File: src/pkg/cdi_reg_map.svh
// register map, field positions, reset values and timing counts of the
// input module configuration and status word
// assumes a 10 MHz system clock and a word-addressed register port
`ifndef CDI_REG_MAP_SVH
`define CDI_REG_MAP_SVH

`define CDI_ADDR_W 5
`define CDI_DATA_W 16
`define CDI_ADDR_POINTS 5'h00
`define CDI_ADDR_CFG_STS 5'h0D
`define CDI_ADDR_IRQ_STS 5'h0E
`define CDI_ADDR_IRQ_MASK 5'h0F

`define CDI_BIT_CONFIGURE 0
`define CDI_BIT_FORCE 1
`define CDI_BIT_FUSE_EN 6
`define CDI_BIT_FUSE 7
`define CDI_STS_ONES 16'hF83C
`define CDI_CFG_RESET 1'b0
`define CDI_UNMAPPED 16'h0000

`define CDI_IRQ_W 4
`define CDI_IRQ_ATTN 0
`define CDI_IRQ_FUSE 1
`define CDI_IRQ_WDOG 2
`define CDI_IRQ_PT_ATTN 3
`define CDI_IRQ_RESET 4'h0

`define CDI_CLK_HZ 10000000
`define CDI_WDOG_TIME_MS 100
`define CDI_WDOG_CYCLES (`CDI_WDOG_TIME_MS * (`CDI_CLK_HZ / 1000))

`endif

File: src/pkg/cdi_pkg.sv
// types shared by the input module configuration block
// assumes the constants of cdi_reg_map.svh
package cdi_pkg;
  typedef logic [15:0] cdi_word_t;
  typedef logic [4:0] cdi_addr_t;
  typedef enum logic [1:0] {
    CDI_UNCONF,
    CDI_FORCED,
    CDI_CONF
  } cdi_mode_t;
endpackage : cdi_pkg

File: src/pkg/cdi_wdog_if.sv
// carrier between the register block and its communication watchdog
// assumes one clock shared by both ends
`timescale 1ns/1ps
interface cdi_wdog_if;
  logic kick;
  logic expired;
  modport ctrl (output kick, input expired);
  modport tmr (input kick, output expired);
endinterface : cdi_wdog_if

File: src/rtl/cdi_rst_sync.sv
// two-stage release of the asynchronous active-low reset
// assumes the raw reset may drop at any time
`timescale 1ns/1ps
module cdi_rst_sync (
  input wire logic clk_in,
  input wire logic rst_b_in,
  output logic rst_b_out
);
  logic meta_q;

  // assert at once, release after two edges
  always_ff @(posedge clk_in or negedge rst_b_in) begin
    if (!rst_b_in) begin
      meta_q <= 1'b0;
      rst_b_out <= 1'b0;
    end else begin
      meta_q <= 1'b1;
      rst_b_out <= meta_q;
    end
  end
endmodule : cdi_rst_sync

File: src/rtl/cdi_wdog.sv
// communication watchdog: expires when no kick arrives for CYCLES clocks
// assumes a synchronised active-low reset
`timescale 1ns/1ps
module cdi_wdog #(
  parameter int unsigned CYCLES = 1000000
) (
  input wire logic clk_in,
  input wire logic rst_b_in,
  cdi_wdog_if.tmr wd
);
  logic [31:0] cnt_q;

  // count idle cycles, restart on every kick
  always_ff @(posedge clk_in or negedge rst_b_in) begin
    if (!rst_b_in) begin
      cnt_q <= 32'h0000_0000;
    end else if (wd.kick) begin
      cnt_q <= 32'h0000_0000;
    end else if (cnt_q < CYCLES[31:0]) begin
      cnt_q <= cnt_q + 32'h0000_0001;
    end
  end

  // expiry holds until the controller talks again
  always_ff @(posedge clk_in or negedge rst_b_in) begin
    if (!rst_b_in) begin
      wd.expired <= 1'b0;
    end else if (wd.kick) begin
      wd.expired <= 1'b0;
    end else if (cnt_q >= CYCLES[31:0] - 32'h0000_0001) begin
      wd.expired <= 1'b1;
    end
  end
endmodule : cdi_wdog

File: src/rtl/cdi_cfg_sts.sv
// configuration and status word of the 16-channel digital input module,
// plus point data, event flags, mask, fault lamps and watchdog
// assumes a synchronous word-addressed register port with one-cycle
// strobes and read data returned in the following cycle
`timescale 1ns/1ps
`include "cdi_reg_map.svh"
module cdi_cfg_sts #(
  parameter int unsigned WDOG_CYCLES = `CDI_WDOG_CYCLES
) (
  input wire logic SYS_CLK_IN,
  input wire logic RST_B_IN,
  input wire logic [`CDI_ADDR_W-1:0] ADDR_IN,
  input wire logic [`CDI_DATA_W-1:0] WDATA_IN,
  input wire logic WR_IN,
  input wire logic RD_IN,
  input wire logic [`CDI_DATA_W-1:0] POINT_IN,
  input wire logic FUSE_BLOWN_IN,
  input wire logic AUX_OK_IN,
  output logic [`CDI_DATA_W-1:0] RDATA_OUT,
  output logic ATTN_OUT,
  output logic IRQ_OUT,
  output logic CONFIGURED_OUT,
  output logic LED_INT_FAULT_OUT,
  output logic LED_EXT_FAULT_OUT
);

  // synchronised reset used by everything below
  logic rst_b;

  // stored configuration bits; all others are dropped on write
  logic cfg_configure_q;
  logic cfg_force_q;
  logic cfg_fuse_en_q;

  // module mode
  cdi_pkg::cdi_mode_t mode_q;
  cdi_pkg::cdi_mode_t mode_d;

  // fuse detection result
  logic fuse_q;
  logic fuse_d;

  // event flags and mask
  logic [`CDI_IRQ_W-1:0] irq_sts_q;
  logic [`CDI_IRQ_W-1:0] irq_sts_d;
  logic [`CDI_IRQ_W-1:0] irq_mask_q;
  logic [`CDI_IRQ_W-1:0] irq_set;
  logic [`CDI_IRQ_W-1:0] irq_clr;

  // decoded accesses
  logic sel_points;
  logic sel_cfg;
  logic sel_irq_sts;
  logic sel_irq_mask;
  logic wr_cfg;
  logic wr_irq_sts;
  logic wr_irq_mask;
  logic rd_points;
  logic rd_any;

  // composed words
  cdi_pkg::cdi_word_t status_word;
  cdi_pkg::cdi_word_t rdata_d;
  logic attention;
  logic attn_d;
  logic wdog_rise;
  logic wdog_seen_q;

  cdi_wdog_if wd_if ();

  cdi_rst_sync u_rst_sync (
    .clk_in(SYS_CLK_IN),
    .rst_b_in(RST_B_IN),
    .rst_b_out(rst_b)
  );

  cdi_wdog #(
    .CYCLES(WDOG_CYCLES)
  ) u_wdog (
    .clk_in(SYS_CLK_IN),
    .rst_b_in(rst_b),
    .wd(wd_if.tmr)
  );

  // any controller access counts as communication
  assign wd_if.kick = WR_IN | RD_IN;

  // address decode
  always_comb begin
    sel_points = 1'b0;
    sel_cfg = 1'b0;
    sel_irq_sts = 1'b0;
    sel_irq_mask = 1'b0;
    if (ADDR_IN == `CDI_ADDR_POINTS) begin
      sel_points = 1'b1;
    end else if (ADDR_IN == `CDI_ADDR_CFG_STS) begin
      sel_cfg = 1'b1;
    end else if (ADDR_IN == `CDI_ADDR_IRQ_STS) begin
      sel_irq_sts = 1'b1;
    end else if (ADDR_IN == `CDI_ADDR_IRQ_MASK) begin
      sel_irq_mask = 1'b1;
    end
  end

  // qualified strobes
  assign wr_cfg = WR_IN & sel_cfg;
  assign wr_irq_sts = WR_IN & sel_irq_sts;
  assign wr_irq_mask = WR_IN & sel_irq_mask;
  assign rd_points = RD_IN & sel_points;
  assign rd_any = RD_IN;

  // configure bit, cleared by reset
  always_ff @(posedge SYS_CLK_IN or negedge rst_b) begin
    if (!rst_b) begin
      cfg_configure_q <= `CDI_CFG_RESET;
    end else if (wr_cfg) begin
      cfg_configure_q <= WDATA_IN[`CDI_BIT_CONFIGURE];
    end
  end

  // forced-error bit, cleared by reset
  always_ff @(posedge SYS_CLK_IN or negedge rst_b) begin
    if (!rst_b) begin
      cfg_force_q <= `CDI_CFG_RESET;
    end else if (wr_cfg) begin
      cfg_force_q <= WDATA_IN[`CDI_BIT_FORCE];
    end
  end

  // fuse detection enable, cleared by reset
  always_ff @(posedge SYS_CLK_IN or negedge rst_b) begin
    if (!rst_b) begin
      cfg_fuse_en_q <= `CDI_CFG_RESET;
    end else if (wr_cfg) begin
      cfg_fuse_en_q <= WDATA_IN[`CDI_BIT_FUSE_EN];
    end
  end

  // mode follows the configuration bits one cycle later
  always_comb begin
    mode_d = mode_q;
    case (mode_q)
      cdi_pkg::CDI_UNCONF: begin
        if (cfg_configure_q && !cfg_force_q) begin
          mode_d = cdi_pkg::CDI_CONF;
        end else if (cfg_configure_q) begin
          mode_d = cdi_pkg::CDI_FORCED;
        end
      end
      cdi_pkg::CDI_FORCED: begin
        if (!cfg_configure_q) begin
          mode_d = cdi_pkg::CDI_UNCONF;
        end else if (!cfg_force_q) begin
          mode_d = cdi_pkg::CDI_CONF;
        end
      end
      cdi_pkg::CDI_CONF: begin
        if (!cfg_configure_q) begin
          mode_d = cdi_pkg::CDI_UNCONF;
        end else if (cfg_force_q) begin
          mode_d = cdi_pkg::CDI_FORCED;
        end
      end
      default: begin
        mode_d = cdi_pkg::CDI_UNCONF;
      end
    endcase
  end

  // mode register
  always_ff @(posedge SYS_CLK_IN or negedge rst_b) begin
    if (!rst_b) begin
      mode_q <= cdi_pkg::CDI_UNCONF;
    end else begin
      mode_q <= mode_d;
    end
  end

  // attention is pending in every mode but plain configured
  assign attention = (mode_q != cdi_pkg::CDI_CONF);

  // blown fuse only counts while detection is enabled
  assign fuse_d = cfg_fuse_en_q & (FUSE_BLOWN_IN | ~AUX_OK_IN);

  always_ff @(posedge SYS_CLK_IN or negedge rst_b) begin
    if (!rst_b) begin
      fuse_q <= 1'b0;
    end else begin
      fuse_q <= fuse_d;
    end
  end

  // status word: fixed ones, reserved zeros, live fields
  always_comb begin
    status_word = `CDI_STS_ONES;
    status_word[`CDI_BIT_CONFIGURE] = cfg_configure_q;
    status_word[`CDI_BIT_FORCE] = cfg_force_q;
    status_word[`CDI_BIT_FUSE_EN] = cfg_fuse_en_q;
    status_word[`CDI_BIT_FUSE] = fuse_q;
  end

  // read mux; the config address returns status, never the written word
  always_comb begin
    rdata_d = `CDI_UNMAPPED;
    if (sel_points) begin
      rdata_d = POINT_IN;
    end else if (sel_cfg) begin
      rdata_d = status_word;
    end else if (sel_irq_sts) begin
      rdata_d[`CDI_IRQ_W-1:0] = irq_sts_q;
    end else if (sel_irq_mask) begin
      rdata_d[`CDI_IRQ_W-1:0] = irq_mask_q;
    end
  end

  // read data stand only in the cycle after the strobe
  always_ff @(posedge SYS_CLK_IN or negedge rst_b) begin
    if (!rst_b) begin
      RDATA_OUT <= `CDI_UNMAPPED;
    end else if (rd_any) begin
      RDATA_OUT <= rdata_d;
    end else begin
      RDATA_OUT <= `CDI_UNMAPPED;
    end
  end

  // attention beside read data: unconfigured point reads, forced reads
  always_comb begin
    attn_d = 1'b0;
    if (rd_points && mode_q == cdi_pkg::CDI_UNCONF) begin
      attn_d = 1'b1;
    end else if (rd_any && mode_q == cdi_pkg::CDI_FORCED) begin
      attn_d = 1'b1;
    end
  end

  always_ff @(posedge SYS_CLK_IN or negedge rst_b) begin
    if (!rst_b) begin
      ATTN_OUT <= 1'b0;
    end else begin
      ATTN_OUT <= attn_d;
    end
  end

  // watchdog expiry edge for the event flags
  always_ff @(posedge SYS_CLK_IN or negedge rst_b) begin
    if (!rst_b) begin
      wdog_seen_q <= 1'b0;
    end else begin
      wdog_seen_q <= wd_if.expired;
    end
  end

  assign wdog_rise = wd_if.expired & ~wdog_seen_q;

  // event sources
  always_comb begin
    irq_set = `CDI_IRQ_RESET;
    irq_set[`CDI_IRQ_ATTN] = (mode_q == cdi_pkg::CDI_CONF) &&
                             (mode_d != cdi_pkg::CDI_CONF);
    irq_set[`CDI_IRQ_FUSE] = fuse_d & ~fuse_q;
    irq_set[`CDI_IRQ_WDOG] = wdog_rise;
    irq_set[`CDI_IRQ_PT_ATTN] = attn_d;
  end

  // write one to clear; a set in the same cycle wins
  always_comb begin
    irq_clr = `CDI_IRQ_RESET;
    if (wr_irq_sts) begin
      irq_clr = WDATA_IN[`CDI_IRQ_W-1:0];
    end
    irq_sts_d = (irq_sts_q & ~irq_clr) | irq_set;
  end

  always_ff @(posedge SYS_CLK_IN or negedge rst_b) begin
    if (!rst_b) begin
      irq_sts_q <= `CDI_IRQ_RESET;
    end else begin
      irq_sts_q <= irq_sts_d;
    end
  end

  // interrupt mask, one enables the matching flag
  always_ff @(posedge SYS_CLK_IN or negedge rst_b) begin
    if (!rst_b) begin
      irq_mask_q <= `CDI_IRQ_RESET;
    end else if (wr_irq_mask) begin
      irq_mask_q <= WDATA_IN[`CDI_IRQ_W-1:0];
    end
  end

  // level interrupt from unmasked flags
  always_ff @(posedge SYS_CLK_IN or negedge rst_b) begin
    if (!rst_b) begin
      IRQ_OUT <= 1'b0;
    end else begin
      IRQ_OUT <= |(irq_sts_d & irq_mask_q);
    end
  end

  // configured indication
  always_ff @(posedge SYS_CLK_IN or negedge rst_b) begin
    if (!rst_b) begin
      CONFIGURED_OUT <= 1'b0;
    end else begin
      CONFIGURED_OUT <= cfg_configure_q;
    end
  end

  // internal fault lamp: forced error or lost communication
  always_ff @(posedge SYS_CLK_IN or negedge rst_b) begin
    if (!rst_b) begin
      LED_INT_FAULT_OUT <= 1'b0;
    end else begin
      LED_INT_FAULT_OUT <= cfg_force_q | wd_if.expired;
    end
  end

  // external fault lamp follows the blown fuse bit
  always_ff @(posedge SYS_CLK_IN or negedge rst_b) begin
    if (!rst_b) begin
      LED_EXT_FAULT_OUT <= 1'b0;
    end else begin
      LED_EXT_FAULT_OUT <= fuse_d;
    end
  end

endmodule : cdi_cfg_sts

File: config.mk
export PLATFORM = sky130hd
export DESIGN_NAME = cdi_cfg_sts
export DESIGN_NICKNAME = d
export VERILOG_FILES = /design/src/pkg/cdi_pkg.sv /design/src/pkg/cdi_wdog_if.sv /design/src/rtl/cdi_rst_sync.sv /design/src/rtl/cdi_wdog.sv /design/src/rtl/cdi_cfg_sts.sv
export VERILOG_INCLUDE_DIRS = /design/src /design/src/pkg
export SDC_FILE = /design/constraint.sdc
export NUM_CORES = 1
export LEC_CHECK = 0
export BUFFER_PORTS_ARGS = -buffer_cell sky130_fd_sc_hd__clkbuf_2
export CORE_MARGIN = 2
export CORE_UTILIZATION = 30
export CTS_CLUSTER_SIZE = 24
export DETAILED_ROUTE_END_ITERATION = 8
export PLACE_DENSITY_LB_ADDON = 0.2
export REMOVE_ABC_BUFFERS = 1
export SLEW_MARGIN = 30
export SYNTH_ARGS = -nofsm -noshare
export SYNTH_HDL_FRONTEND = slang
export SYNTH_SLANG_ARGS = --single-unit
File: constraint.sdc
create_clock -name SYS_CLK_IN -period 2.45 [get_ports SYS_CLK_IN]
set_input_delay 0.1225 -clock SYS_CLK_IN [delete_from_list [all_inputs] [get_ports SYS_CLK_IN]]
set_output_delay 0.1225 -clock SYS_CLK_IN [all_outputs]
set_load 0.01 [all_outputs]
Word level (Yosys, flattened, before mapping)
Cells that the tools add are included.
- add/sub/neg operators: 1
- multipliers: 0
- divide/modulo/power cells: 0
- magnitude comparators: 2
- eq/ne operators: 6
- shifts and indexed selects: 0
- multiplexer cells: 30
- bitwise logic cells: 17
- reduce and logical (&&, ||, !) cells: 10
- operators by type and width (cell ; count):
    $mux W32 ; 2
    $add A32 B1 Y32 const B ; 1
    $ge A32 B20 Y1 const B ; 1
    $lt A32 B20 Y1 const B ; 1
    $mux W16 ; 2
    $mux W4 ; 4
    $eq A5 B4 Y1 const B ; 3
    $mux W1 ; 14
    $mux W12 ; 1
    $mux W2 ; 6
    $and A4 B4 Y4 ; 2
    $and A1 B1 Y1 ; 7
    $pmux W2 S3 ; 1
    $logic_not A5 Y1 ; 1
    $logic_and A1 B1 Y1 ; 4
    $not A4 Y4 ; 1
    $or A4 B4 Y4 ; 1
    $reduce_bool A2 Y1 ; 2
    $reduce_or A4 Y1 ; 1
    $not A1 Y1 ; 3
    $or A1 B1 Y1 ; 3
    $eq A2 B1 Y1 const B ; 1
    $eq A2 B2 Y1 const B ; 1
    $logic_not A2 Y1 ; 1
    2 further kinds ; 2
- register bits: 70
- latch bits: 0
- memory bits (writable): 0
- bits in read-only memories: 0
- bits of input ports: 43
- output and inout port bits: 21
- word-level logic and storage cells: 83
- memories: 0

Depth between registers and ports, before layout
- word-level depth: 11
- depth in mapped cells: 7
- mapped depth without buffers: 5

Modules after synthesis
Synthesis repeated with hierarchy kept, for this count alone.
- cell total of the unflattened synthesis: 273
- area, all modules: 3084.2 µm²
- modules (own cells, without submodules) (module ; instances ; cells an instance ; area an instance (µm²) ; sequential area each (µm²)):
    cdi_wdog ; 1 ; 149 ; 1589.0 ; 825.8
    cdi_cfg_sts ; 1 ; 121 ; 1441.4 ; 875.8
    cdi_rst_sync ; 1 ; 3 ; 53.8 ; 50.0

Least setup slack after synthesis
No wires, ideal clock.
- path kind: reg-to-reg
- from: register u_wdog.cnt_q[10]
- to: register u_wdog.cnt_q[4]
- library setup time: 0.066 ns
- arrival: 2.169 ns
- path slack: 0.215 ns
- cell stages (with the launch flop): 8
- clock period less this slack: 2.235 ns
- cell sequence: dfrtp_1 > buf_6 > or4_4 > a211o_4 > a21o_2 > buf_6 > or4_1 > nand2_1
- longest elaborated chain between the ends: 2
- ends and longest elaborated chain (what ; RTL line ; RTL):
    from (decl) ; cdi_wdog.sv:11 ; logic [31:0] cnt_q;
    from (signal assigned) ; cdi_wdog.sv:20 ; cnt_q <= cnt_q + 32'h0000_0001;
    $lt A32 B20 Y1 ; cdi_wdog.sv:19 ; end else if (cnt_q < CYCLES[31:0]) begin
    $reduce_bool A2 Y1 (no source line) ; - ;
Every way passes these cells.
A chain may end at the register's enable or synchronous reset.

Final worst setup path
- from: register u_wdog.cnt_q[12]
- to: register u_wdog.cnt_q[17]
- longest elaborated chain between the ends: 3
- elaborated cells on any way between the ends: 5
- ends and longest elaborated chain (what ; RTL line ; RTL):
    $add A32 B1 Y32 ; cdi_wdog.sv:20 ;
    $mux W32 ; cdi_wdog.sv:19 ;
    $mux W32 ; cdi_wdog.sv:17 ; end else if (wd.kick) begin
Several ways; a longest one is shown, not always the timed one. The select of a mux whose other input is x is not followed.

==> qor.yml <==
timing:
  fmaxAchievable_mhz: 424.3
  tightest_slew_ns: 0.8188
  slew_viol_final: 0
  clock_skew_ns: 0.01404
  fin_crit_sh: 0.9619
  relSlewSlack: 0.4541
  finalSetupViolations: 0
  rsz0062_at_grt: "no"
  final.min_clock_period_ns: 2.357
  hold_viol_final: 0
  setup_tns_ns: 0
clocking:
  path_clk_slew_ns: 0.08
  cts.sinks: 70
  clk_path_buf_depth: 2
  cts_max_level: 3
  post_cts_buffers: 0
  cts_buffers: 9
  cts_resized: 0
  clock-root-buffer: "clkbuf_8"
  clk_latency_ns: 0.35
  holdBufCountCts: 13
  cts_tree: "done"
floorplanning:
  die_h_um: 104.3
  rows: 36
  die_area_sq_um: 10880
  start_util: 0.3089
  die_x_um: 104.3
  ios: 64
  fp.coreArea_sq_um: 9774
logic_synthesis:
  yosys-top-cells-count: "dfrtp_1, nor2_1, nand2_1"
  netlist_instances: 272
  netlist.area_leader.share: 0.5802
  syn_area_per_cell_sq_um: 11.10
  syn_area_sq_um: 3019
  synth-edff-count: 0
  yosys_warnings: 0
  ys.flop_type: "dfrtp_1"
  ys_ff_latch: 70
  yosysMostFrequentCell: "dfrtp_1"
  synth_top_cell_by_area: "dfrtp_1"
  async_flop_share: 1.000
  synth_area_leaders: "dfrtp_1, nor2_1, and2_1, a21oi_1, mux2_2"
  yosysSeqAreaShare: 0.5802
  synth_cell_types: 50
final_layout:
  regArea_sq_um: 1753
  drive_gt1_frac: 0.2853
  antenna-diode-count: 0
  synthToLayoutAreaGrowth_pct: 27.23
  multi_input_area_sq_um: 1189
  nFillCells: 966
  fin_util: 0.3930
  final_nets: 393
placed_design:
  portBuffers: 52
  hpwl_um: 4714
  gp_congestion: 0.7659
critical_path:
  reg2reg_to: "u_wdog.cnt_q[17]"
  reg2reg_depth: 5
  worst_setup_path_end_kind: "register"
  critical_path_class: "reg2reg"
  arrival_ns: 2.63
  r2r_setup_slack_ns: 0.09
  worstPathRequired_ns: 2.73
  cp-start-kind: "register"
  r2r_start: "u_wdog.cnt_q[12]"
  path_max_fanout: 12
power_and_ir_drop:
  worst_ir_drop_vdd_v: 0.0002685
  p_per_area_nw_per_um2: 661.4
  power_leakage_uw: 0.001818
detailed_routing:
  routed-via-count: 2318
  via_per_inst: 4.760
  totalWireLength_um: 6679
  drc: 0
  drt_iter0_drc: 116
  wire_per_inst_um: 13.71
  dr.pass1.iters: 4
  ant_nets: 0
grt:
  grt_first_pass_wirelength_um: 11700
  grt_pass1_vias: 2370
  grt_max_degree: 39
  antenna_found_initial: 0
  gr-total-overflow: 0
  grt_use_total: 0.1335
worst_hold_path:
  hold_depth: 3
  hold_end: "LED_EXT_FAULT_OUT"
  hold_class: "in2reg"
  min_from: "FUSE_BLOWN_IN"
run_status:
  outcome: "completed"
flow_run:
  max_cap_viol_count: 0
cell families (layout without fill, tap and decap cells):
kind of cell	count (synthesis)	count (layout)	share of synthesized area
AND/OR/NAND/NOR	108	108	0.1906
flip-flops	70	70	0.5802
AO/OA/AOI/OAI	62	62	0.1542
buffers and inverters	17	99	0.02611
multiplexers	7	7	0.02611
XOR/XNOR	6	6	0.01741
adder cells (fa/ha/maj)	1	1	0.004144
other	1	1	0.001242
critical path: stages, from the launching register on:
cell,delay (ns)
dfrtp_1,0.42
or4_4,0.56
a211o_4,0.37
a21o_2,0.28
or4_1,0.52
a21oi_1,0.15
stage by stage:
| stage | worst slack (ns) | hold slack, ns | power (uW) | cell area, sq um | cells |
|---|---|---|---|---|---|
| 2_1_floorplan | 0.2119 | -0.1731 | 1382 | 2963 | 261 |
| 3_3_place_gp | 0.1164 | -0.08753 | 1481 | 3481 | 458 |
| 3_5_place_dp | 0.1049 | -0.08482 | 1483 | 3481 | 458 |
| 4_1_cts | 0.09077 | 0.003092 | 2578 | 3841 | 487 |
| 5_1_grt | 0.01729 | 0.01008 | 2660 | 3841 | 487 |
| 6_report | 0.09326 | 0.01745 | 2541 | 3841 | 487 |
where the power goes:
group          switching (uW)  leakage, uW  internal, uW
sequential               55.1     0.000942          1220
clock                     462     0.000109           606
combinational            96.8     0.000768           104
total                     614      0.00182          1930
final cells by class:
class                   instances  area share
flip-flops and latches         70      0.4564
multi-input cells             185      0.3094
repair buffers                 77      0.1251
well taps                     133     0.04332
clock buffers                  10     0.03583
clock inverters                 6     0.02410
inverters                       6    0.005863
registers in the layout, summed over array words and instances, names as in the netlist, 2 cells and up:
signal        count
u_wdog.cnt_q     32
irq_sts_q         4
irq_mask_q        4
RDATA_OUT        16
mode_q            2
worst max-delay path by stage:
stage	from	endpoint	slack, ns	cells after the start
CTS	u_wdog.cnt_q[12]	u_wdog.cnt_q[17]	0.09	5
global placement	u_wdog.cnt_q[12]	u_wdog.cnt_q[17]	0.12	5
global route	u_wdog.cnt_q[12]	u_wdog.cnt_q[17]	0.02	5
finish	u_wdog.cnt_q[12]	u_wdog.cnt_q[17]	0.09	5
detailed placement	u_wdog.cnt_q[12]	u_wdog.cnt_q[17]	0.10	5
floorplan	u_wdog.cnt_q[12]	u_wdog.cnt_q[17]	0.21	5
per-layer routing:
layer,routed length [um],global-route usage,vias to the layer above
li1,-,-,1148
met1,3148,0.1778,1104
met2,3097,0.2049,57
met3,342,0.04010,9
met4,90,0.04923,0
met5,0,0,-
cell usage in the layout (no fill, tap or decap), types with 2 or more instances in the layout:
master and count:
and3_1 7, a22oi_1 6, dlygate4sd3_1 13, o221ai_1 2, dfrtp_1 69, a22o_1 3, or3_1 5, clkbuf_8 10
bufinv_16 2, o211ai_1 2, clkbuf_2 52, clkinvlp_4 2, nor2_1 24, o21ai_0 2, nand2b_1 2, or2_2 2
a21oi_1 16, or4_1 4, nor3_1 3, a31oi_1 3, a211oi_1 4, inv_1 6, nand2_1 19, mux2_2 7
nor4_1 4, a31o_2 4, buf_4 12, o21a_1 7, and2_1 13, xnor2_1 6, nand4_1 10, nand3_1 9
Note: power is estimated with default switching activity, not from simulation.
